==> src/hdl/sync_serial_port_params.svh <==
/*
  Constants for the synchronous serial port: pin indices, word size,
  buffer depth, bit clock timing and reset values.
  Assumes a 100 MHz system clock.
*/
`ifndef SYNC_SERIAL_PORT_PARAMS_SVH
`define SYNC_SERIAL_PORT_PARAMS_SVH

`define SSP_PIN_TX 0
`define SSP_PIN_RX 1
`define SSP_PIN_CLK 2
`define SSP_PIN_C0 3
`define SSP_PIN_C1 4
`define SSP_PIN_C2 5
`define SSP_NPINS 6
`define SSP_WORD_BITS 16
`define SSP_FIFO_DEPTH 16
`define SSP_CNT_BITS 4
`define SSP_LAST_BIT 4'hF
`define SSP_ARM_BIT 4'hE
`define SSP_CNT_ZERO 4'h0
`define SSP_CNT_ONE 4'h1
`define SSP_CLK_PERIOD_NS 10
`define SSP_BCLK_PERIOD_NS 160
`define SSP_BCLK_HALF_CYC ((`SSP_BCLK_PERIOD_NS / 2) / `SSP_CLK_PERIOD_NS)
`define SSP_DIV_BITS 8
`define SSP_WORD_RST 16'h0000
`define SSP_PINS_RST 6'h00

`endif

==> src/hdl/sync_serial_port_pkg.sv <==
/*
  Types shared by the synchronous serial port.
  Assumes the constants header is on the include path.
*/
package sync_serial_port_pkg;

  // ****************************************************************
  // Configuration carried as one bundle.
  // ****************************************************************
  typedef struct packed {
    logic enable;
    logic sync_mode;
    logic clk_out;
    logic fs_out;
    logic rxclk_out;
    logic ctrl0_tx1;
    logic flag0_drive;
    logic flag0_val;
  } cfg_t;

  typedef enum logic [0:0] {
    TX_IDLE = 1'b0,
    TX_SHIFT = 1'b1
  } tx_state_t;

endpackage : sync_serial_port_pkg

==> src/hdl/sync_serial_port.sv <==
/*
  Synchronous serial port pin logic with a transmit FIFO.
  Assumes all pin inputs are asynchronous to clk and that the link's
  bit clock is well below half the rate of clk.
*/
`timescale 1ns/1ps
`include "sync_serial_port_params.svh"

// ******************************************************************
// Transmit FIFO.
// ******************************************************************
module sync_serial_fifo #(
  parameter int WIDTH = `SSP_WORD_BITS,
  parameter int DEPTH = `SSP_FIFO_DEPTH
) (
  input wire logic clk,
  input wire logic nrst,
  input wire logic [WIDTH-1:0] in_data,
  input wire logic in_valid,
  output logic in_ready,
  output logic [WIDTH-1:0] out_data,
  output logic out_valid,
  input wire logic out_ready
);
  localparam int AW = $clog2(DEPTH);

  logic [WIDTH-1:0] mem_q [DEPTH];
  logic [WIDTH-1:0] mem_d [DEPTH];
  logic [AW:0] wr_q;
  logic [AW:0] wr_d;
  logic [AW:0] rd_q;
  logic [AW:0] rd_d;

  function automatic logic [AW:0] ptr_inc(input logic [AW:0] p);
    ptr_inc = p + {{AW{1'b0}}, 1'b1};
  endfunction : ptr_inc

  assign out_valid = (wr_q != rd_q);
  assign in_ready = (wr_q[AW-1:0] != rd_q[AW-1:0]) || (wr_q[AW] == rd_q[AW]);
  assign out_data = mem_q[rd_q[AW-1:0]];

  always_comb
  begin
    mem_d = mem_q;
    wr_d = wr_q;
    rd_d = rd_q;
    if (in_valid && in_ready)
    begin
      mem_d[wr_q[AW-1:0]] = in_data;
      wr_d = ptr_inc(wr_q);
    end
    if (out_valid && out_ready)
    begin
      rd_d = ptr_inc(rd_q);
    end
  end

  always_ff @(posedge clk or negedge nrst)
  begin
    if (!nrst)
    begin
      wr_q <= '0;
      rd_q <= '0;
      for (int i = 0; i < DEPTH; i++)
      begin
        mem_q[i] <= '0;
      end
    end
    else
    begin
      wr_q <= wr_d;
      rd_q <= rd_d;
      mem_q <= mem_d;
    end
  end
endmodule : sync_serial_fifo

// ******************************************************************
// Port top level.
// ******************************************************************
module sync_serial_port (
  input wire logic clk,
  input wire logic nrst,
  input sync_serial_port_pkg::cfg_t cfg,
  input wire logic [`SSP_WORD_BITS-1:0] tx_wdata,
  input wire logic tx_wvalid,
  output logic tx_wready,
  input wire logic [`SSP_WORD_BITS-1:0] tx1_word,
  output logic [`SSP_WORD_BITS-1:0] rx_word,
  output logic rx_valid,
  output logic flag0_in,
  input wire logic [`SSP_NPINS-1:0] gpio_o,
  input wire logic [`SSP_NPINS-1:0] gpio_oe,
  output logic [`SSP_NPINS-1:0] gpio_i,
  input wire logic port0_tx_data_i,
  output logic port0_tx_data_o,
  output logic port0_tx_data_oe,
  input wire logic port0_rx_data_i,
  output logic port0_rx_data_o,
  output logic port0_rx_data_oe,
  input wire logic port0_bit_clock_i,
  output logic port0_bit_clock_o,
  output logic port0_bit_clock_oe,
  input wire logic port0_ctrl_pin0_i,
  output logic port0_ctrl_pin0_o,
  output logic port0_ctrl_pin0_oe,
  input wire logic port0_ctrl_pin1_i,
  output logic port0_ctrl_pin1_o,
  output logic port0_ctrl_pin1_oe,
  input wire logic port0_ctrl_pin2_i,
  output logic port0_ctrl_pin2_o,
  output logic port0_ctrl_pin2_oe
);
  localparam logic [`SSP_DIV_BITS-1:0] HALF_M1 = `SSP_DIV_BITS'(`SSP_BCLK_HALF_CYC - 1);

  // ****************************************************************
  // Pin synchronisers, clock generation and edge detection.
  // ****************************************************************
  logic [`SSP_NPINS-1:0] pins_in;
  logic [`SSP_NPINS-1:0] sync1_q;
  logic [`SSP_NPINS-1:0] sync2_q;
  logic [`SSP_DIV_BITS-1:0] div_q;
  logic [`SSP_DIV_BITS-1:0] div_d;
  logic gen_q;
  logic gen_d;
  logic bclk_q;
  logic bclk_d;
  logic rclk_q;
  logic rclk_d;
  logic tx_re;
  logic tx_fe;
  logic rx_fe;

  assign pins_in = {port0_ctrl_pin2_i, port0_ctrl_pin1_i, port0_ctrl_pin0_i,
                    port0_bit_clock_i, port0_rx_data_i, port0_tx_data_i};
  assign gpio_i = sync2_q;
  assign flag0_in = sync2_q[`SSP_PIN_C0];

  always_comb
  begin
    div_d = div_q;
    gen_d = gen_q;
    if (cfg.enable && (cfg.clk_out || cfg.rxclk_out))
    begin
      if (div_q == HALF_M1)
      begin
        div_d = '0;
        gen_d = !gen_q;
      end
      else
      begin
        div_d = div_q + `SSP_DIV_BITS'(1);
      end
    end
    else
    begin
      div_d = '0;
      gen_d = 1'b0;
    end
    // Edges are found only when the clock moves, so a gated clock is fine.
    bclk_d = cfg.clk_out ? gen_q : sync2_q[`SSP_PIN_CLK];
    if (cfg.sync_mode)
    begin
      rclk_d = bclk_d;
    end
    else
    begin
      rclk_d = cfg.rxclk_out ? gen_q : sync2_q[`SSP_PIN_C0];
    end
  end

  assign tx_re = bclk_d && !bclk_q;
  assign tx_fe = !bclk_d && bclk_q;
  assign rx_fe = !rclk_d && rclk_q;

  always_ff @(posedge clk or negedge nrst)
  begin
    if (!nrst)
    begin
      sync1_q <= `SSP_PINS_RST;
      sync2_q <= `SSP_PINS_RST;
      div_q <= '0;
      gen_q <= 1'b0;
      bclk_q <= 1'b0;
      rclk_q <= 1'b0;
    end
    else
    begin
      sync1_q <= pins_in;
      sync2_q <= sync1_q;
      div_q <= div_d;
      gen_q <= gen_d;
      bclk_q <= bclk_d;
      rclk_q <= rclk_d;
    end
  end

  // ****************************************************************
  // Transmitter.
  // ****************************************************************
  sync_serial_port_pkg::tx_state_t tx_state_q;
  sync_serial_port_pkg::tx_state_t tx_state_d;
  logic [`SSP_WORD_BITS-1:0] tx_sh_q;
  logic [`SSP_WORD_BITS-1:0] tx_sh_d;
  logic [`SSP_WORD_BITS-1:0] tx1_sh_q;
  logic [`SSP_WORD_BITS-1:0] tx1_sh_d;
  logic [`SSP_CNT_BITS-1:0] tx_cnt_q;
  logic [`SSP_CNT_BITS-1:0] tx_cnt_d;
  logic fs_gen_q;
  logic fs_gen_d;
  logic pend_q;
  logic pend_d;
  logic fs_src;
  logic [`SSP_WORD_BITS-1:0] fifo_data;
  logic fifo_valid;
  logic fifo_pop;

  sync_serial_fifo #(
    .WIDTH(`SSP_WORD_BITS),
    .DEPTH(`SSP_FIFO_DEPTH)
  ) u_fifo (
    .clk(clk),
    .nrst(nrst),
    .in_data(tx_wdata),
    .in_valid(tx_wvalid),
    .in_ready(tx_wready),
    .out_data(fifo_data),
    .out_valid(fifo_valid),
    .out_ready(fifo_pop)
  );

  assign fs_src = cfg.fs_out ? fs_gen_q : sync2_q[`SSP_PIN_C2];
  assign fifo_pop = cfg.enable && tx_re && pend_q;

  always_comb
  begin
    tx_state_d = tx_state_q;
    tx_sh_d = tx_sh_q;
    tx1_sh_d = tx1_sh_q;
    tx_cnt_d = tx_cnt_q;
    fs_gen_d = fs_gen_q;
    pend_d = pend_q;
    if (!cfg.enable)
    begin
      tx_state_d = sync_serial_port_pkg::TX_IDLE;
      tx_sh_d = `SSP_WORD_RST;
      tx1_sh_d = `SSP_WORD_RST;
      tx_cnt_d = `SSP_CNT_ZERO;
      fs_gen_d = 1'b0;
      pend_d = 1'b0;
    end
    else if (tx_fe)
    begin
      pend_d = fs_src;
    end
    else if (tx_re)
    begin
      pend_d = 1'b0;
      case (tx_state_q)
        sync_serial_port_pkg::TX_IDLE:
          fs_gen_d = fifo_valid && !pend_q;
        sync_serial_port_pkg::TX_SHIFT:
          fs_gen_d = fifo_valid && (tx_cnt_q == `SSP_ARM_BIT);
        default:
          fs_gen_d = 1'b0;
      endcase
      if (pend_q)
      begin
        tx_state_d = sync_serial_port_pkg::TX_SHIFT;
        tx_sh_d = fifo_valid ? fifo_data : `SSP_WORD_RST;
        tx1_sh_d = tx1_word;
        tx_cnt_d = `SSP_CNT_ZERO;
      end
      else if (tx_state_q == sync_serial_port_pkg::TX_SHIFT)
      begin
        tx_sh_d = {tx_sh_q[`SSP_WORD_BITS-2:0], 1'b0};
        tx1_sh_d = {tx1_sh_q[`SSP_WORD_BITS-2:0], 1'b0};
        tx_cnt_d = tx_cnt_q + `SSP_CNT_ONE;
        if (tx_cnt_q == `SSP_LAST_BIT)
        begin
          tx_state_d = sync_serial_port_pkg::TX_IDLE;
        end
      end
    end
  end

  always_ff @(posedge clk or negedge nrst)
  begin
    if (!nrst)
    begin
      tx_state_q <= sync_serial_port_pkg::TX_IDLE;
      tx_sh_q <= `SSP_WORD_RST;
      tx1_sh_q <= `SSP_WORD_RST;
      tx_cnt_q <= `SSP_CNT_ZERO;
      fs_gen_q <= 1'b0;
      pend_q <= 1'b0;
    end
    else
    begin
      tx_state_q <= tx_state_d;
      tx_sh_q <= tx_sh_d;
      tx1_sh_q <= tx1_sh_d;
      tx_cnt_q <= tx_cnt_d;
      fs_gen_q <= fs_gen_d;
      pend_q <= pend_d;
    end
  end

  // ****************************************************************
  // Receiver.
  // ****************************************************************
  logic rx_act_q;
  logic rx_act_d;
  logic [`SSP_CNT_BITS-1:0] rx_cnt_q;
  logic [`SSP_CNT_BITS-1:0] rx_cnt_d;
  logic [`SSP_WORD_BITS-1:0] rx_sh_q;
  logic [`SSP_WORD_BITS-1:0] rx_sh_d;
  logic [`SSP_WORD_BITS-1:0] rx_word_q;
  logic [`SSP_WORD_BITS-1:0] rx_word_d;
  logic rx_valid_q;
  logic rx_valid_d;
  logic rx_start;
  logic rx_last;

  // Asynchronous mode has no receive frame sync pin, so words run back to back.
  assign rx_start = cfg.sync_mode ? fs_src : 1'b1;
  assign rx_last = (rx_cnt_q == `SSP_LAST_BIT);

  always_comb
  begin
    rx_act_d = rx_act_q;
    rx_cnt_d = rx_cnt_q;
    rx_sh_d = rx_sh_q;
    rx_word_d = rx_word_q;
    rx_valid_d = 1'b0;
    if (!cfg.enable)
    begin
      rx_act_d = 1'b0;
      rx_cnt_d = `SSP_CNT_ZERO;
    end
    else if (rx_fe)
    begin
      if (rx_act_q)
      begin
        rx_sh_d = {rx_sh_q[`SSP_WORD_BITS-2:0], sync2_q[`SSP_PIN_RX]};
        rx_cnt_d = rx_cnt_q + `SSP_CNT_ONE;
        if (rx_last)
        begin
          rx_word_d = {rx_sh_q[`SSP_WORD_BITS-2:0], sync2_q[`SSP_PIN_RX]};
          rx_valid_d = 1'b1;
        end
      end
      rx_act_d = (rx_act_q && !rx_last) || rx_start;
    end
  end

  always_ff @(posedge clk or negedge nrst)
  begin
    if (!nrst)
    begin
      rx_act_q <= 1'b0;
      rx_cnt_q <= `SSP_CNT_ZERO;
      rx_sh_q <= `SSP_WORD_RST;
      rx_word_q <= `SSP_WORD_RST;
      rx_valid_q <= 1'b0;
    end
    else
    begin
      rx_act_q <= rx_act_d;
      rx_cnt_q <= rx_cnt_d;
      rx_sh_q <= rx_sh_d;
      rx_word_q <= rx_word_d;
      rx_valid_q <= rx_valid_d;
    end
  end

  assign rx_word = rx_word_q;
  assign rx_valid = rx_valid_q;

  // ****************************************************************
  // Pin drivers.
  // ****************************************************************
  logic [`SSP_NPINS-1:0] port_o;
  logic [`SSP_NPINS-1:0] port_oe;
  logic [`SSP_NPINS-1:0] pin_o;
  logic [`SSP_NPINS-1:0] pin_oe;

  always_comb
  begin
    port_o = `SSP_PINS_RST;
    port_oe = `SSP_PINS_RST;
    port_o[`SSP_PIN_TX] = tx_sh_q[`SSP_WORD_BITS-1];
    port_oe[`SSP_PIN_TX] = 1'b1;
    port_o[`SSP_PIN_CLK] = gen_q;
    port_oe[`SSP_PIN_CLK] = cfg.clk_out;
    if (!cfg.sync_mode)
    begin
      port_o[`SSP_PIN_C0] = gen_q;
      port_oe[`SSP_PIN_C0] = cfg.rxclk_out;
    end
    else if (cfg.ctrl0_tx1)
    begin
      port_o[`SSP_PIN_C0] = tx1_sh_q[`SSP_WORD_BITS-1];
      port_oe[`SSP_PIN_C0] = 1'b1;
    end
    else
    begin
      port_o[`SSP_PIN_C0] = cfg.flag0_val;
      port_oe[`SSP_PIN_C0] = cfg.flag0_drive;
    end
    port_o[`SSP_PIN_C1] = gpio_o[`SSP_PIN_C1];
    port_oe[`SSP_PIN_C1] = gpio_oe[`SSP_PIN_C1];
    port_o[`SSP_PIN_C2] = fs_gen_q;
    port_oe[`SSP_PIN_C2] = cfg.fs_out;
    pin_o = cfg.enable ? port_o : gpio_o;
    pin_oe = cfg.enable ? port_oe : gpio_oe;
  end

  assign port0_tx_data_o = pin_o[`SSP_PIN_TX];
  assign port0_tx_data_oe = pin_oe[`SSP_PIN_TX];
  assign port0_rx_data_o = pin_o[`SSP_PIN_RX];
  assign port0_rx_data_oe = pin_oe[`SSP_PIN_RX];
  assign port0_bit_clock_o = pin_o[`SSP_PIN_CLK];
  assign port0_bit_clock_oe = pin_oe[`SSP_PIN_CLK];
  assign port0_ctrl_pin0_o = pin_o[`SSP_PIN_C0];
  assign port0_ctrl_pin0_oe = pin_oe[`SSP_PIN_C0];
  assign port0_ctrl_pin1_o = pin_o[`SSP_PIN_C1];
  assign port0_ctrl_pin1_oe = pin_oe[`SSP_PIN_C1];
  assign port0_ctrl_pin2_o = pin_o[`SSP_PIN_C2];
  assign port0_ctrl_pin2_oe = pin_oe[`SSP_PIN_C2];
endmodule : sync_serial_port

==> config.mk <==
export PLATFORM = sky130hd
export DESIGN_NAME = sync_serial_port
export DESIGN_NICKNAME = d
export VERILOG_FILES = /design/src/hdl/sync_serial_port_pkg.sv /design/src/hdl/sync_serial_port.sv
export VERILOG_INCLUDE_DIRS = /design/src /design/src/hdl
export SDC_FILE = /design/constraint.sdc
export NUM_CORES = 1
export LEC_CHECK = 0
export BUFFER_PORTS_ARGS = -buffer_cell sky130_fd_sc_hd__buf_2
export CAP_MARGIN = 5
export CELL_PAD_IN_SITES_DETAIL_PLACEMENT = 0
export CELL_PAD_IN_SITES_GLOBAL_PLACEMENT = 1
export CORE_ASPECT_RATIO = 1.4
export CORE_MARGIN = 2
export CORE_UTILIZATION = 45
export CTS_CLUSTER_DIAMETER = 50
export DETAILED_ROUTE_END_ITERATION = 6
export PLACE_DENSITY_LB_ADDON = 0.1
export SLEW_MARGIN = 20
export SYNTH_ARGS = -nofsm -noshare
export SYNTH_HDL_FRONTEND = slang
export SYNTH_SLANG_ARGS = --single-unit
==> constraint.sdc <==
create_clock -name clk -period 3.7 [get_ports clk]
set_input_delay 0.74 -clock clk [delete_from_list [all_inputs] [get_ports clk]]
set_output_delay 0.74 -clock clk [all_outputs]
set_load 0.01 [all_outputs]
After elaboration in Yosys (flattened, before gate mapping)
Cells that the tools add are included.

Register bits after elaboration: 365. Latch bits: 0. Bits in writable memories: 0. ROM bits: 0. Bits of input ports: 61. Output and inout port bits: 37. Memories kept: 0.

Add/subtract/negate cells: 5. $mul: 0. Div/mod/pow operators: 0. $lt $le $gt $ge: 3. Eq/ne operators: 14. Shift operators: 0. Mux-type cells: 59. Bitwise gates (word level): 3. Reductions and logical operators: 26.

Operator list (count): 256-bit bitwise mux (1); 16-bit two-way mux (14); 16-bit binary-select mux with 4-bit select (1); 16-bit demux with 4-bit select (1); 4-bit two-way mux (8); 1-bit two-way mux (29); 8-bit two-way mux (2); 4-bit equality test, second input constant (3); 1-bit logical AND (12); 6-bit two-way mux (2); 5-bit by 1-bit adder with 5-bit output, second input constant (2); 5-bit >= comparator, second input constant (2); 4-bit NOT with 5-bit output (2); 4-bit by 1-bit adder with 4-bit output, second input constant (2); 8-bit by 1-bit adder with 8-bit output, second input constant (1); 8-bit by 3-bit equality test with 1-bit output, second input constant (1); 2-bit by 1-bit inequality test with 1-bit output, second input constant (4); 1-bit logical NOT (6); 3-bit by 1-bit inequality test with 1-bit output, second input constant (2); 3-bit AND reduction (2); 5-bit by 1-bit less-than comparator with 1-bit output, second input constant (1); 5-bit inequality test (1); 4-bit inequality test (1); 2-bit AND reduction (2); other kinds (6) (8).

Logic depth before layout (Yosys ltp)
Depth after elaboration: 9. Mapped depth: 7. Gate-level depth less buffers: 5.

By module
From an unflattened synthesis, not the netlist that was laid out.

Cell total of the unflattened synthesis: 1214. Area total of the unflattened synthesis: 17362.9 um2.

Modules (own cells, without submodules): sync_serial_fifo (instances 1, cells each 841, area each 13025.0 um2, sequential area each 6656.4 um2); sync_serial_port (instances 1, cells each 373, area each 4337.9 um2, sequential area each 2477.4 um2).

Least setup slack after synthesis
Ideal clock, no wire load.

Path kind: input to register. From: in cfg[5] (netlist bit). To: reg rx_word_q[10], in the netlist rx_word[10]. Library setup time: 0.125 ns. Arrival time: 2.330 ns. Required time: 3.575 ns. Setup slack: 1.245 ns. Stages: 6. Path buffers: 1. Cell sequence: mux2i_4 mux2_2 inv_2 nor3_2 buf_4 mux2_2.

Longest elaborated chain between the ends: 5.

Ends and longest elaborated chain: from (decl) (RTL line sync_serial_port.sv:84) `input sync_serial_port_pkg::cfg_t cfg,`; 1-bit two-way mux (RTL line sync_serial_port.sv:161) `` bclk_d = cfg.clk_out ? gen_q : sync2_q[`SSP_PIN_CLK]; ``; 1-bit two-way mux (RTL line sync_serial_port.sv:162) `if (cfg.sync_mode)`; via rclk_d (RTL line sync_serial_port.sv:129) `logic rclk_d;`; 1-bit logical NOT (RTL line sync_serial_port.sv:174) `assign rx_fe = !rclk_d && rclk_q;`; 1-bit logical AND (RTL line sync_serial_port.sv:174); 4-bit AND reduction (no line); to (signal assigned) (RTL line sync_serial_port.sv:364) `` rx_word_q <= `SSP_WORD_RST; ``; to (signal assigned) (RTL line sync_serial_port.sv:372) `rx_word_q <= rx_word_d;`; to (decl) (RTL line sync_serial_port.sv:318) `` logic [`SSP_WORD_BITS-1:0] rx_word_q; ``.

The timed path passes the listed nets, and every way through them passes these cells. A chain may end at the register's enable or synchronous reset.

Worst setup path in the final report
From: reg u_fifo.wr_q[2]. To: out tx_wready.

Longest elaborated chain between the ends: 2.

Ends and longest elaborated chain: from (decl) (RTL line sync_serial_port.sv:29) `logic [AW:0] wr_q;`; from (signal assigned) (RTL line sync_serial_port.sv:71) `wr_q <= wr_d;`; 4-bit inequality test (RTL line sync_serial_port.sv:39) `assign in_ready = (wr_q[AW-1:0] != rd_q[AW-1:0]) || (wr_q[AW] == rd_q[AW]);`; 1-bit logical OR (RTL line sync_serial_port.sv:39); to (decl) (RTL line sync_serial_port.sv:87) `output logic tx_wready,`.

Every way passes these cells.

==> results by group <==
Status
  • Outcome: completed

Synthesis
  • Mapped Cells: ~1200
  • Async SR Flop Fraction: 1.000
  • Ys Warns: 0
  • Synth Flop Type: dfrtp_1
  • Sequential fraction of the synthesis area: 0.5360
  • Synth top area cells: dfrtp_1 54%, mux2_2 18%, mux4_2 6.3%
  • #FFs+latches synth: 365
  • Unique masters post-synth: 57
  • Syn avg cell area: about 14 sq um
  • Syn Nets: around 1200
  • Post-synth EDFFs: 0
  • Yosys top cell by area: dfrtp_1
  • Synthesized area: ~17000 sq um
  • Top cell type's share of synthesized area: 0.5360

STA
  • # setup viols final: 0
  • Fmax: 322.5 MHz
  • Final period utilization: 0.8379
  • RSZ-0062 raised after global routing: no
  • Pins Over Slew Limit: 0
  • Final Critical Period: around 3100 ps
  • Actual slew at the worst max-slew pin: roughly 730 ps
  • Hold Fails Final Rpt: 0
  • Worst setup margin: 599.6 ps
  • TNS Setup: 0 ps
  • Clock Skew: 16.02 ps
  • Slew margin rel.: 0.5093

CTS
  • CTS clk-pin slew, worst paths: ~60 ps
  • Cts hold-fix bufs: 0
  • CTS root buffer: clkbuf_16
  • Post-CTS resize count: 0
  • Post-CTS Setup Repair Bufs: 0
  • Clk buf depth: 3
  • H-tree Lvls: 2
  • TritonCTS clock tree: yes
  • Worst-Skew Late Latency: 540 ps
  • CTS Buf Count: 39
  • Clk sink count: around 370

Critical path
  • Reg2Reg Depth: 5
  • Max FO, Critical Path: 20
  • Critical R2R Capture: u_fifo.mem_q[223]$_DFFE_PN0P_
  • Worst Setup End Kind: primary output
  • CP required: about 3000 ps
  • CP Launch Type: flip-flop
  • Critical Path AT: between 2000 and 2500 ps
  • Reg2reg setup slack: 1140 ps
  • WS Path Type: flip-flop to primary output
  • Worst r2r src: u_fifo.wr_q[2]$_DFFE_PN0P_

Die
  • Initial core utilization: 0.4555
  • Die area: 39460 sq um
  • DIE HEIGHT: about 230 um
  • Top Ports: 98
  • # rows: 84
  • Die X: about 170 um
  • Core footprint: between 30000 and 40000 sq um

Pwr
  • Worst-case vdd ir drop: ~0.00031 V
  • LEAKAGE: 8.490 nW
  • Power density over the cells: about 720 nW/um^2

Detailed routing
  • Vias/cell: between 5 and 6
  • First-pass DRT Iterations: 4
  • DRT iter0 DRCs: 580
  • Antenna-violating nets left: 0
  • # DRC: 0
  • Via count: around 10000
  • WL/cell: 22.33 um
  • DRT Wirelength: around 39000 um

Min path
  • Hold WC Path Type: primary input to async pin

Finish
  • Design Area, Final: between 15000 and 20000 sq um
  • Layout Nets: approximately 1300
  • N_diodes: 0
  • Fraction of layout cells with a size suffix above 1: 0.4567
  • Fillers: about 3200
  • Area grow syn2layout: 13.98%

Placement
  • Placed cell area: 18090 sq um
  • Pre-CTS setup slack: roughly 1100 ps
  • Final HPWL DP: around 24000 um
  • RD Place Congestion: 0.7327
  • Buffers on Ports: 93

Global routing
  • GRT Total Usage: 0.2067
  • Number of global-route vias before repair: between 10000 and 15000
  • Initial antenna violation count: 0
  • Global-route wire length before repair: 62690 um
  • Largest net degree at the start of global routing: 80
  • Gr ovfl total: 0

Run
  • Max Cap Violations: 0
[power breakdown]
group	total, mW	switching (mW)	internal [mW]
logic	3.82	1.49	2.33
clock network	4.06	1.59	2.47
registers	6.19	0.796	5.39
total	14.1	3.88	10.2
[per-layer routing]
metal  up-vias  global-route usage  wire [um]
met1      5278              0.2712      17500
li1       4505                   -          -
met3        46             0.03105       1241
met2       161              0.3598      19750
met5         -                   0          0
met4         0             0.05577        957
[worst max-delay path by stage]
stage	from	to	slack, ps
after floorplan	cfg[5]	rx_word[10]$_DFFE_PN0P_	1250
after global placement	u_fifo.rd_q[1]$_DFFE_PN0P_	tx_wready	1120
after detailed placement	u_fifo.wr_q[2]$_DFFE_PN0P_	tx_wready	1130
after CTS	u_fifo.wr_q[2]$_DFFE_PN0P_	tx_wready	560
after global routing	u_fifo.wr_q[2]$_DFFE_PN0P_	tx_wready	460
final	u_fifo.wr_q[2]$_DFFE_PN0P_	tx_wready	600
[synthesized netlist by cell type, drive strengths merged, types with 2 or more instances]
cell,number
clkbuf,54
nand4,5
a22oi,30
or4,3
ha,9
mux2,314
o221ai,15
nor2,20
mux2i,38
nand2,48
a21oi,10
nor2b,18
xnor2,15
nand3,23
buf,39
dfrtp,365
nor3,2
a2111oi,4
o211ai,3
a211oi,13
nor4,2
mux4,48
o31ai,4
inv,12
xor2,6
and2,3
a31oi,15
o21ai,6
a221oi,16
and3,4
a21o,2
nand2b,21
or2,2
[placed cells by master (no fill, tap or decap), types with 16 or more instances in the layout]
master / n
dfrtp_1: 362
mux2_2: 273
buf_2: 92
nand2_1: 48
mux4_2: 48
mux2_4: 40
buf_4: 40
clkbuf_16: 39
mux2i_1: 37
a22oi_1: 30
nand3_1: 23
nand2b_1: 21
nor2_1: 20
nor2b_1: 18
a221oi_1: 16
[metrics by stage]
stage          cells    util  hold WS [ps]  power (mW)
2_1_floorplan   1179       -         331.2       9.092
3_3_place_gp    1698  0.4835         334.3       9.995
3_5_place_dp    1698  0.4835         335.5       10.11
4_1_cts         1767  0.5191         207.0       14.24
5_1_grt         1767  0.5191         234.2       14.84
6_report        1767  0.5191         197.6       14.06
[cell type report]
type	instances	area (sq um)	share of cell area
sequential	365	9140	0.4706
multi-input combinational	709	7418	0.3819
clock buffer	53	1119	0.05759
timing repair buffer	139	895.9	0.04612
tap	473	591.8	0.03047
clock inverter	16	214.0	0.01102
inverter	12	45.04	0.002319
[cell families (layout without fill, tap and decap cells)]
| logic type | after synthesis | in the layout | synth area share |
|---|---|---|---|
| XOR/XNOR | 21 | 21 | 0.01123 |
| flip-flops | 365 | 365 | 0.5360 |
| buffers and inverters | 105 | 220 | 0.03157 |
| AND/OR/NAND/NOR | 153 | 153 | 0.04567 |
| multiplexers | 400 | 400 | 0.3028 |
| AO/OA/AOI/OAI | 126 | 126 | 0.06615 |
| adder cells (fa/ha/maj) | 9 | 9 | 0.006608 |
[sequential cells by signal, indices dropped and copies added, names as in the netlist, 4 cells and up]
name	flops
div_q	8
gpio_i	6
rx_cnt_q	4
rx_sh_q	15
rx_word	16
sync1_q	6
tx1_sh_q	16
tx_cnt_q	4
tx_sh_q	16
u_fifo.mem_q	256
u_fifo.rd_q	5
u_fifo.wr_q	5
[worst max-delay path: stages, from the launching register on]
cell,delay (ps)
dfrtp_1,690
xnor2_1,200
and4_4,610
nand2_1,140
buf_2,180
(Power assumes the default switching activity.)
